--- src/rple_consts.svh ---
// Offsets, field positions, reset values and timing counts of the event latches
`ifndef RPLE_CONSTS_SVH
`define RPLE_CONSTS_SVH

// ************************************************************
// Register indices (byte address is four times the index)
// ************************************************************
`define RPLE_IDX_CTRL 8'h40
`define RPLE_IDX_STAT_A 8'h61
`define RPLE_IDX_CLR_A 8'h62
`define RPLE_IDX_M1_A 8'h63
`define RPLE_IDX_M2_A 8'h64
`define RPLE_IDX_STAT_B 8'h66
`define RPLE_IDX_CLR_B 8'h67
`define RPLE_IDX_M1_B 8'h68
`define RPLE_IDX_M2_B 8'h69
`define RPLE_IDX_STAT_C 8'h6B
`define RPLE_IDX_CLR_C 8'h6C
`define RPLE_IDX_M1_C 8'h6D
`define RPLE_IDX_M2_C 8'h6E

// ************************************************************
// Field positions
// ************************************************************
`define RPLE_BIT_STORE 4
`define RPLE_BIT_VENDOR 4
`define RPLE_BIT_MPEG 3
`define RPLE_BIT_PRODUCT 2
`define RPLE_BIT_AUDIO_IF 1
`define RPLE_BIT_PLL_LOCK 6

// ************************************************************
// Implemented bits and reset values
// ************************************************************
`define RPLE_IMPL_A 8'h1E
`define RPLE_IMPL_B 8'hFF
`define RPLE_IMPL_C 8'h40
`define RPLE_RST_STAT 8'h00
`define RPLE_RST_MASK 8'h00
`define RPLE_RST_STORE 1'b0

// ************************************************************
// Timing counts
// ************************************************************
`define RPLE_SYNC_PRIME 2'h3

`endif

--- src/rple_pkg.sv ---
// Types shared by the event latch block
package rple_pkg;

  // ************************************************************
  // Raw conditions, one bit each, in status order
  // ************************************************************
  typedef struct packed {
    logic vendor_infoframe_raw;
    logic mpeg_infoframe_raw;
    logic product_descriptor_raw;
    logic audio_infoframe_raw;
    logic chan_status_valid_raw;
    logic inner_mute_raw;
    logic audio_video_mute_raw;
    logic audio_channel_mode_raw;
    logic link_protocol_mode_raw;
    logic general_control_packet_raw;
    logic clock_regen_packet_raw;
    logic gamut_metadata_raw;
    logic port_a_pll_lock_raw;
  } rple_raw_s;

  // ************************************************************
  // Whole state of the top module
  // ************************************************************
  typedef struct packed {
    logic [7:0] stat_a;
    logic [7:0] stat_b;
    logic [7:0] stat_c;
    logic [7:0] m1_a;
    logic [7:0] m1_b;
    logic [7:0] m1_c;
    logic [7:0] m2_a;
    logic [7:0] m2_b;
    logic [7:0] m2_c;
    logic store;
    logic ack;
    logic [31:0] dat;
  } rple_state_s;

  // State of the synchroniser and edge finder
  typedef struct packed {
    logic [12:0] s1;
    logic [12:0] s2;
    logic [12:0] s3;
    logic [1:0] prime;
  } rple_sync_s;

endpackage

--- src/rple_top.sv ---
// Latched event status bits, masks and interrupt outputs of the receiver
// Operation
// - Vendor infoframe change sets status A bit 4
// - MPEG infoframe change sets status A bit 3
// - Product descriptor change sets status A bit 2
// - Audio infoframe change sets status A bit 1
// - Channel status valid change sets B bit 7
// - Inner mute change sets B bit 6
// - Audio video mute change sets B bit 5
// - Audio channel mode change sets B bit 4
// - Protocol mode change sets B bit 3
// - General control packet change sets B bit 2
// - Clock regeneration packet change sets B bit 1
// - Gamut metadata change sets B bit 0
// - PLL lock change sets C bit 6
// - Set bits hold until their clear is written
// - Status bits read-only, zero after reset
// - Bit latches only when a mask or the store control enables it
// - Store control latches regardless of masks, no pin
`timescale 1ns/10ps
`default_nettype none
`include "rple_consts.svh"

module rple_top
  import rple_pkg::*;
(
  // Clock and reset
  input wire logic I_CORE_CLK,
  input wire logic I_RSTN,
  // Wishbone slave
  input wire logic I_WB_CYC,
  input wire logic I_WB_STB,
  input wire logic I_WB_WE,
  input wire logic [9:0] I_WB_ADR,
  input wire logic [3:0] I_WB_SEL,
  input wire logic [31:0] I_WB_DAT,
  output logic [31:0] O_WB_DAT,
  output logic O_WB_ACK,
  // Raw conditions from the detectors
  input wire rple_raw_s I_RAW,
  // Interrupt outputs, active high levels
  output logic O_FIRST_IRQ_OUTPUT,
  output logic O_SECOND_IRQ_OUTPUT
);

  // ************************************************************
  // Constants and declarations
  // ************************************************************
  localparam rple_state_s ST_RST = '{
    stat_a: `RPLE_RST_STAT, stat_b: `RPLE_RST_STAT, stat_c: `RPLE_RST_STAT,
    m1_a: `RPLE_RST_MASK, m1_b: `RPLE_RST_MASK, m1_c: `RPLE_RST_MASK,
    m2_a: `RPLE_RST_MASK, m2_b: `RPLE_RST_MASK, m2_c: `RPLE_RST_MASK,
    store: `RPLE_RST_STORE, ack: 1'b0, dat: 32'h0000_0000};

  rple_state_s st_ff; // All state
  rple_state_s nxt_st; // Next state
  rple_raw_s evt; // One-cycle change pulses
  logic [7:0] ev_a; // Events in status A layout
  logic [7:0] ev_b; // Events in status B layout
  logic [7:0] ev_c; // Events in status C layout
  logic req; // Live bus request
  logic wr; // Write taking effect this edge
  logic [7:0] wd; // Low write byte
  logic [31:0] rd; // Read data for the current address

  // ************************************************************
  // Functions
  // ************************************************************
  // Address hit on a register index; low two address bits ignored
  function automatic logic hit(input logic [9:0] adr, input logic [7:0] idx);
    hit = (adr[9:2] == idx);
  endfunction

  // Next value of one status register
  function automatic logic [7:0] upd(
    input logic [7:0] cur,
    input logic [7:0] ev,
    input logic [7:0] en,
    input logic [7:0] clr,
    input logic [7:0] impl
  );
    logic [7:0] set;
    set = ev & en & impl;
    // A set in the same cycle as a clear wins, so no event is lost
    upd = (cur & ~clr) | set;
  endfunction

  // ************************************************************
  // Change detection
  // ************************************************************
  // Raw signals come from other clock domains and are synchronised here
  rple_sync_edge u_sync (
    .i_clk(I_CORE_CLK),
    .i_rstn(I_RSTN),
    .i_raw(I_RAW),
    .o_evt(evt)
  );

  // Place each event at its status bit
  always_comb
  begin
    ev_a = 8'h00;
    ev_b = 8'h00;
    ev_c = 8'h00;
    ev_a[`RPLE_BIT_VENDOR] = evt.vendor_infoframe_raw;
    ev_a[`RPLE_BIT_MPEG] = evt.mpeg_infoframe_raw;
    ev_a[`RPLE_BIT_PRODUCT] = evt.product_descriptor_raw;
    ev_a[`RPLE_BIT_AUDIO_IF] = evt.audio_infoframe_raw;
    ev_b[7] = evt.chan_status_valid_raw;
    ev_b[6] = evt.inner_mute_raw;
    ev_b[5] = evt.audio_video_mute_raw;
    ev_b[4] = evt.audio_channel_mode_raw;
    ev_b[3] = evt.link_protocol_mode_raw;
    ev_b[2] = evt.general_control_packet_raw;
    ev_b[1] = evt.clock_regen_packet_raw;
    ev_b[0] = evt.gamut_metadata_raw;
    ev_c[`RPLE_BIT_PLL_LOCK] = evt.port_a_pll_lock_raw;
  end

  // ************************************************************
  // Bus decode and read mux
  // ************************************************************
  assign req = I_WB_CYC & I_WB_STB;
  // Writes land at the edge where the master sees ack; only lane 0 carries data
  assign wr = req & I_WB_WE & st_ff.ack & I_WB_SEL[0];
  assign wd = I_WB_DAT[7:0];

  // Read value; clear registers and unmapped words read zero
  always_comb
  begin
    rd = 32'h0000_0000;
    if (hit(I_WB_ADR, `RPLE_IDX_STAT_A))
    begin
      rd[7:0] = st_ff.stat_a;
    end
    else if (hit(I_WB_ADR, `RPLE_IDX_STAT_B))
    begin
      rd[7:0] = st_ff.stat_b;
    end
    else if (hit(I_WB_ADR, `RPLE_IDX_STAT_C))
    begin
      rd[7:0] = st_ff.stat_c;
    end
    else if (hit(I_WB_ADR, `RPLE_IDX_M1_A))
    begin
      rd[7:0] = st_ff.m1_a;
    end
    else if (hit(I_WB_ADR, `RPLE_IDX_M1_B))
    begin
      rd[7:0] = st_ff.m1_b;
    end
    else if (hit(I_WB_ADR, `RPLE_IDX_M1_C))
    begin
      rd[7:0] = st_ff.m1_c;
    end
    else if (hit(I_WB_ADR, `RPLE_IDX_M2_A))
    begin
      rd[7:0] = st_ff.m2_a;
    end
    else if (hit(I_WB_ADR, `RPLE_IDX_M2_B))
    begin
      rd[7:0] = st_ff.m2_b;
    end
    else if (hit(I_WB_ADR, `RPLE_IDX_M2_C))
    begin
      rd[7:0] = st_ff.m2_c;
    end
    else if (hit(I_WB_ADR, `RPLE_IDX_CTRL))
    begin
      rd[`RPLE_BIT_STORE] = st_ff.store;
    end
  end

  // ************************************************************
  // Next state
  // ************************************************************
  always_comb
  begin
    nxt_st = st_ff;
    // Ack one cycle after the request, dropped the cycle after
    nxt_st.ack = req & ~st_ff.ack;
    // Read data is captured with the ack so it comes from a flip-flop
    if (req & ~st_ff.ack)
    begin
      nxt_st.dat = rd;
    end
    // Status words: masks or the store control gate each set
    nxt_st.stat_a = upd(st_ff.stat_a, ev_a,
      st_ff.m1_a | st_ff.m2_a | {8{st_ff.store}},
      (wr & hit(I_WB_ADR, `RPLE_IDX_CLR_A)) ? wd : 8'h00, `RPLE_IMPL_A);
    nxt_st.stat_b = upd(st_ff.stat_b, ev_b,
      st_ff.m1_b | st_ff.m2_b | {8{st_ff.store}},
      (wr & hit(I_WB_ADR, `RPLE_IDX_CLR_B)) ? wd : 8'h00, `RPLE_IMPL_B);
    nxt_st.stat_c = upd(st_ff.stat_c, ev_c,
      st_ff.m1_c | st_ff.m2_c | {8{st_ff.store}},
      (wr & hit(I_WB_ADR, `RPLE_IDX_CLR_C)) ? wd : 8'h00, `RPLE_IMPL_C);
    // Writable registers; status words ignore writes
    if (wr)
    begin
      if (hit(I_WB_ADR, `RPLE_IDX_M1_A))
      begin
        nxt_st.m1_a = wd & `RPLE_IMPL_A;
      end
      else if (hit(I_WB_ADR, `RPLE_IDX_M1_B))
      begin
        nxt_st.m1_b = wd & `RPLE_IMPL_B;
      end
      else if (hit(I_WB_ADR, `RPLE_IDX_M1_C))
      begin
        nxt_st.m1_c = wd & `RPLE_IMPL_C;
      end
      else if (hit(I_WB_ADR, `RPLE_IDX_M2_A))
      begin
        nxt_st.m2_a = wd & `RPLE_IMPL_A;
      end
      else if (hit(I_WB_ADR, `RPLE_IDX_M2_B))
      begin
        nxt_st.m2_b = wd & `RPLE_IMPL_B;
      end
      else if (hit(I_WB_ADR, `RPLE_IDX_M2_C))
      begin
        nxt_st.m2_c = wd & `RPLE_IMPL_C;
      end
      else if (hit(I_WB_ADR, `RPLE_IDX_CTRL))
      begin
        nxt_st.store = wd[`RPLE_BIT_STORE];
      end
    end
  end

  // ************************************************************
  // Registers
  // ************************************************************
  always_ff @(posedge I_CORE_CLK or negedge I_RSTN)
  begin
    if (!I_RSTN)
    begin
      st_ff <= ST_RST;
    end
    else
    begin
      st_ff <= nxt_st;
    end
  end

  // ************************************************************
  // Outputs
  // ************************************************************
  assign O_WB_ACK = st_ff.ack;
  assign O_WB_DAT = st_ff.dat;
  // Store control alone never raises a pin: only masked status does
  assign O_FIRST_IRQ_OUTPUT = |{st_ff.stat_a & st_ff.m1_a, st_ff.stat_b & st_ff.m1_b,
    st_ff.stat_c & st_ff.m1_c};
  assign O_SECOND_IRQ_OUTPUT = |{st_ff.stat_a & st_ff.m2_a, st_ff.stat_b & st_ff.m2_b,
    st_ff.stat_c & st_ff.m2_c};

  logic clr_a4; // Clear of status A bit 4 takes effect
  assign clr_a4 = wr & hit(I_WB_ADR, `RPLE_IDX_CLR_A) & wd[`RPLE_BIT_VENDOR];

  // Enabled status per pin, rebuilt from the masks so the pins are checked
  // against the rule; the store control alone must never count here
  logic [7:0] live1; // Status bits enabled for the first pin
  logic [7:0] live2; // Status bits enabled for the second pin
  assign live1 = (st_ff.stat_a & st_ff.m1_a) | (st_ff.stat_b & st_ff.m1_b)
    | (st_ff.stat_c & st_ff.m1_c);
  assign live2 = (st_ff.stat_a & st_ff.m2_a) | (st_ff.stat_b & st_ff.m2_b)
    | (st_ff.stat_c & st_ff.m2_c);
endmodule
`default_nettype wire

--- src/rple_sync_edge.sv ---
// Two-stage synchroniser and change finder for the raw conditions
`timescale 1ns/10ps
`default_nettype none
`include "rple_consts.svh"

module rple_sync_edge
  import rple_pkg::*;
(
  // Clock and reset
  input wire logic i_clk,
  input wire logic i_rstn,
  // Raw conditions from other domains
  input wire logic [12:0] i_raw,
  // One-cycle change pulses
  output logic [12:0] o_evt
);

  rple_sync_s st_ff; // All state
  rple_sync_s nxt_st; // Next state

  // ************************************************************
  // Next state
  // ************************************************************
  // First stage feeds only the second; the edge finder looks at stages two and three
  always_comb
  begin
    nxt_st = st_ff;
    nxt_st.s1 = i_raw;
    nxt_st.s2 = st_ff.s1;
    nxt_st.s3 = st_ff.s2;
    // Hold off until stage three carries real history
    if (st_ff.prime != `RPLE_SYNC_PRIME)
    begin
      nxt_st.prime = st_ff.prime + 2'h1;
    end
  end

  // ************************************************************
  // Registers
  // ************************************************************
  always_ff @(posedge i_clk or negedge i_rstn)
  begin
    if (!i_rstn)
    begin
      st_ff <= '0;
    end
    else
    begin
      st_ff <= nxt_st;
    end
  end

  // Either direction counts as a change; a level at reset is not one
  assign o_evt = (st_ff.prime == `RPLE_SYNC_PRIME) ? (st_ff.s2 ^ st_ff.s3) : 13'h0000;

endmodule
`default_nettype wire

--- config.mk ---
export PLATFORM = sky130hd
export DESIGN_NAME = rple_top
export DESIGN_NICKNAME = d
export VERILOG_FILES = /design/src/rple_pkg.sv /design/src/rple_top.sv /design/src/rple_sync_edge.sv
export VERILOG_INCLUDE_DIRS = /design/src
export SDC_FILE = /design/constraint.sdc
export NUM_CORES = 1
export LEC_CHECK = 0
export BUFFER_PORTS_ARGS = -buffer_cell sky130_fd_sc_hd__buf_2
export CAP_MARGIN = 20
export CORE_MARGIN = 2
export CORE_UTILIZATION = 30
export CTS_CLUSTER_DIAMETER = 40
export DETAILED_ROUTE_END_ITERATION = 10
export GPL_ROUTABILITY_DRIVEN = 0
export GPL_TIMING_DRIVEN = 0
export PLACE_DENSITY = 0.53
export SYNTH_ARGS = -nofsm -noshare
export SYNTH_HDL_FRONTEND = slang
export SYNTH_SLANG_ARGS = --single-unit
--- constraint.sdc ---
create_clock -name I_CORE_CLK -period 2.3 [get_ports I_CORE_CLK]
set_clock_uncertainty 0.05 [all_clocks]
set_input_delay 0.23 -clock I_CORE_CLK [delete_from_list [all_inputs] [get_ports I_CORE_CLK]]
set_output_delay 0.23 -clock I_CORE_CLK [all_outputs]
set_load 0.01 [all_outputs]
==> metrics.txt <==
outcome complete, no violations; # resized after CTS 0; final setup fails 0; routed wire length 11.5 mm; Post-synth top flop dfrtp_1; RSZ-0062 raised after global routing no; Cell variety after synth 62; fraction of the mapped netlist area in simple logic gates 0.114; commonest cells after routing, fill and taps aside dfrtp_1 (101), buf_2 (47), buf_4 (37); Post-Synthesis Cells 383; first-pass GRT wire length 18.3 mm; crit-path cells a22oi_1 -> nand2_1 -> a221oi_1 -> nand3_1 -> buf_2; CTS Root Cell clkbuf_16; DIE AREA 16600 µm²; synth warn 0; Hold Crit Endpoint st_ff[89]$_DFF_PN0_; starting density of the core 0.308; Worst-Margin Slew 871 ps; static leakage 2.52 nW; WS Path Type reg -> out; diode count 0; layout cells sized above 1 0.264; Worst Setup SP st_ff[95]$_DFF_PN0_; Worst Path Arrival 1720 ps; Final Hold Viols 0; flops & latches, synth 101; vias in the first global route 3224; Via density 5.04; Area Overhead vs Synth 20.6%; Initial DRC Count 263; hold bufs inserted after CTS 14; Die X 129 µm; WHS Path Cells 2; worst-case reg-to-reg path depth 6; Final Max Slew Viols 0; Worst slew margin 0.417; Final Net Count 539; slowest CP cell dfrtp_1; Setup TNS Final 0 ps; Clk pin slew, worst setup/hold paths 60 ps; # fillers 1519; Yosys top cell area share 0.540; Switching Power 793 µW; clock network power share 0.386; Req. time, crit path 2020 ps; sequential area share after synthesis 0.540; CTS tree built; CORE AREA 15200 µm²; cell-internal power 2.73 mW; Setup crit end kind output pin; Design Power 3.52 mW; CP startpoint kind register; final worst-path cycle share 0.869; switch share 0.225; chip height 129 µm; Synth Area in XOR/XNOR 0.0262; syn_area_per_cell 12.2 µm²; Clk Latency, worst-skew pair 340 ps; Power Dens Cells 624 nW/µm²; FFs w/ async S/R, synth 1.00; largest net degree at the start of global routing 57; Max FO, Critical Path 4; minimum clock period 2000 ps; HP Class in -> reg; I/O pin cnt 99; main combinational cell family by area after synthesis compound AO/OA/AOI/OAI gates; worst r2r src O_WB_ACK$_DFF_PN0_; PortBufs 42; Reg area 2530 µm²; htree depth 3; FP Rows 45; DR pass1 iterations 7; drt wl/cell 17.2 µm; initial antenna violation count 0; Vias 3356; max frequency 500 MHz; mux contribution to synthesized area 0.0778; antenna-violating nets left 0; Buf/Inv on CP 1; CP top delay family compound AO/OA/AOI/OAI gates; synthesized-area fraction occupied by adder cells 0.00267; Max Cap Violations 0; TritonCTS buffer count 9; Gate power share 0.087; largest cells by area after synthesis dfrtp_1 (54%), buf_4 (5.8%), mux2_4 (4.2%); multi-input logic area 1860 µm²; DPL Wire Length 8.08 mm; Post-synth EDFFs 0; Worst IR Drop VDD 313 µV; Compound-Gate Fraction of Synth Area 0.158; Syn Std Cell Area 4680 µm²; commonest non-fill, non-tap cell in the layout dfrtp_1; sequential power share 0.527; clk buf depth 2; Worst R2R End st_ff[97]$_DFF_PN0_; cell taking the most area after synthesis dfrtp_1; gr usage total 0.146; worst reg-to-reg setup slack 360 ps; final hold slack 81.2 ps; drt drc 0; clk sinks 101; Post-CTS Setup Inserts 0; CP max stage delay 420 ps; hold wc startpoint I_WB_DAT[7]; Congestion Overflow GR 0
## synth_stat cells (all sizes together) (2+ instances only)
cell / n
nor4bb: 3
a31oi: 3
a21o: 3
and3: 2
mux2: 28
nor2: 5
a21boi: 11
buf: 46
a211oi: 2
inv: 3
xnor2: 14
o21ai: 13
or2: 3
nand4b: 2
dfrtp: 101
nand3: 13
nand2: 28
a22o: 5
a21oi: 11
nor3b: 3
a222oi: 5
nor4b: 2
and2: 3
a22oi: 8
o211ai: 4
clkbuf: 4
nor3: 4
o2bb2ai: 13
or3: 5
o31ai: 13
nand2b: 3
a221oi: 4
## per-layer routing
layer / wire, µm / GRT usage / share of wire
met3: 822 / 0.0283 / 0.072
met2: 5150 / 0.215 / 0.45
met1: 5310 / 0.212 / 0.46
met4: 187 / 0.0537 / 0.016
met5: 0 / 0 / 0
## cell families after synthesis
family	after synthesis
other cells	1
buf+inv	54
flops	101
fa+ha+maj	1
compound gates	100
xor+xnor	14
simple gates	84
mux	28
## flip-flops by register name, indices dropped and copies added (netlist names)
register,flops
O_WB_DAT,8
u_sync.nxt_st,26
st_ff,51
O_WB_ACK,1
u_sync.st_ff,15
## cell type report
| type | count | area share |
|---|---|---|
| Inverter | 4 | 0.00266 |
| Sequential cell | 101 | 0.448 |
| Clock buffer | 13 | 0.0444 |
| Clock inverter | 2 | 0.00177 |
| Multi-Input combinational cell | 251 | 0.330 |
| Tap cell | 188 | 0.0417 |
| Buffer | 50 | 0.0639 |
| Timing Repair Buffer | 57 | 0.0674 |
## through the flow
stage	instance area [µm²]	worst slack (ps)	util	cells
CTS	5640	302	0.371	666
detailed placement	5240	205	0.345	637
floorplan	4770	521	-	406
global route	5640	230	0.371	666
finish	5640	301	0.371	666
global placement	5210	-158	0.343	636
## power groups by stage
stage	clock (mW)	sequential (mW)	combinational, mW
2_1_floorplan	0	1.88	0.166
3_3_place_gp	0	1.89	0.280
3_5_place_dp	0	1.89	0.289
4_1_cts	1.42	1.86	0.308
5_1_grt	1.50	1.86	0.340
6_report	1.36	1.86	0.306
## worst max-delay path by stage
stage / to / slack [ps] / cells after the start
after floorplan: st_ff[42]$_DFFE_PN0P_ / 520 / 7
after global placement: u_sync.st_ff[2]$_DFF_PN0_ / -160 / 1
after detailed placement: st_ff[97]$_DFF_PN0_ / 210 / 7
after CTS: O_FIRST_IRQ_OUTPUT / 300 / 5
after global routing: O_FIRST_IRQ_OUTPUT / 230 / 5
final: O_FIRST_IRQ_OUTPUT / 300 / 5
Power figures use the tool's default switching activity.
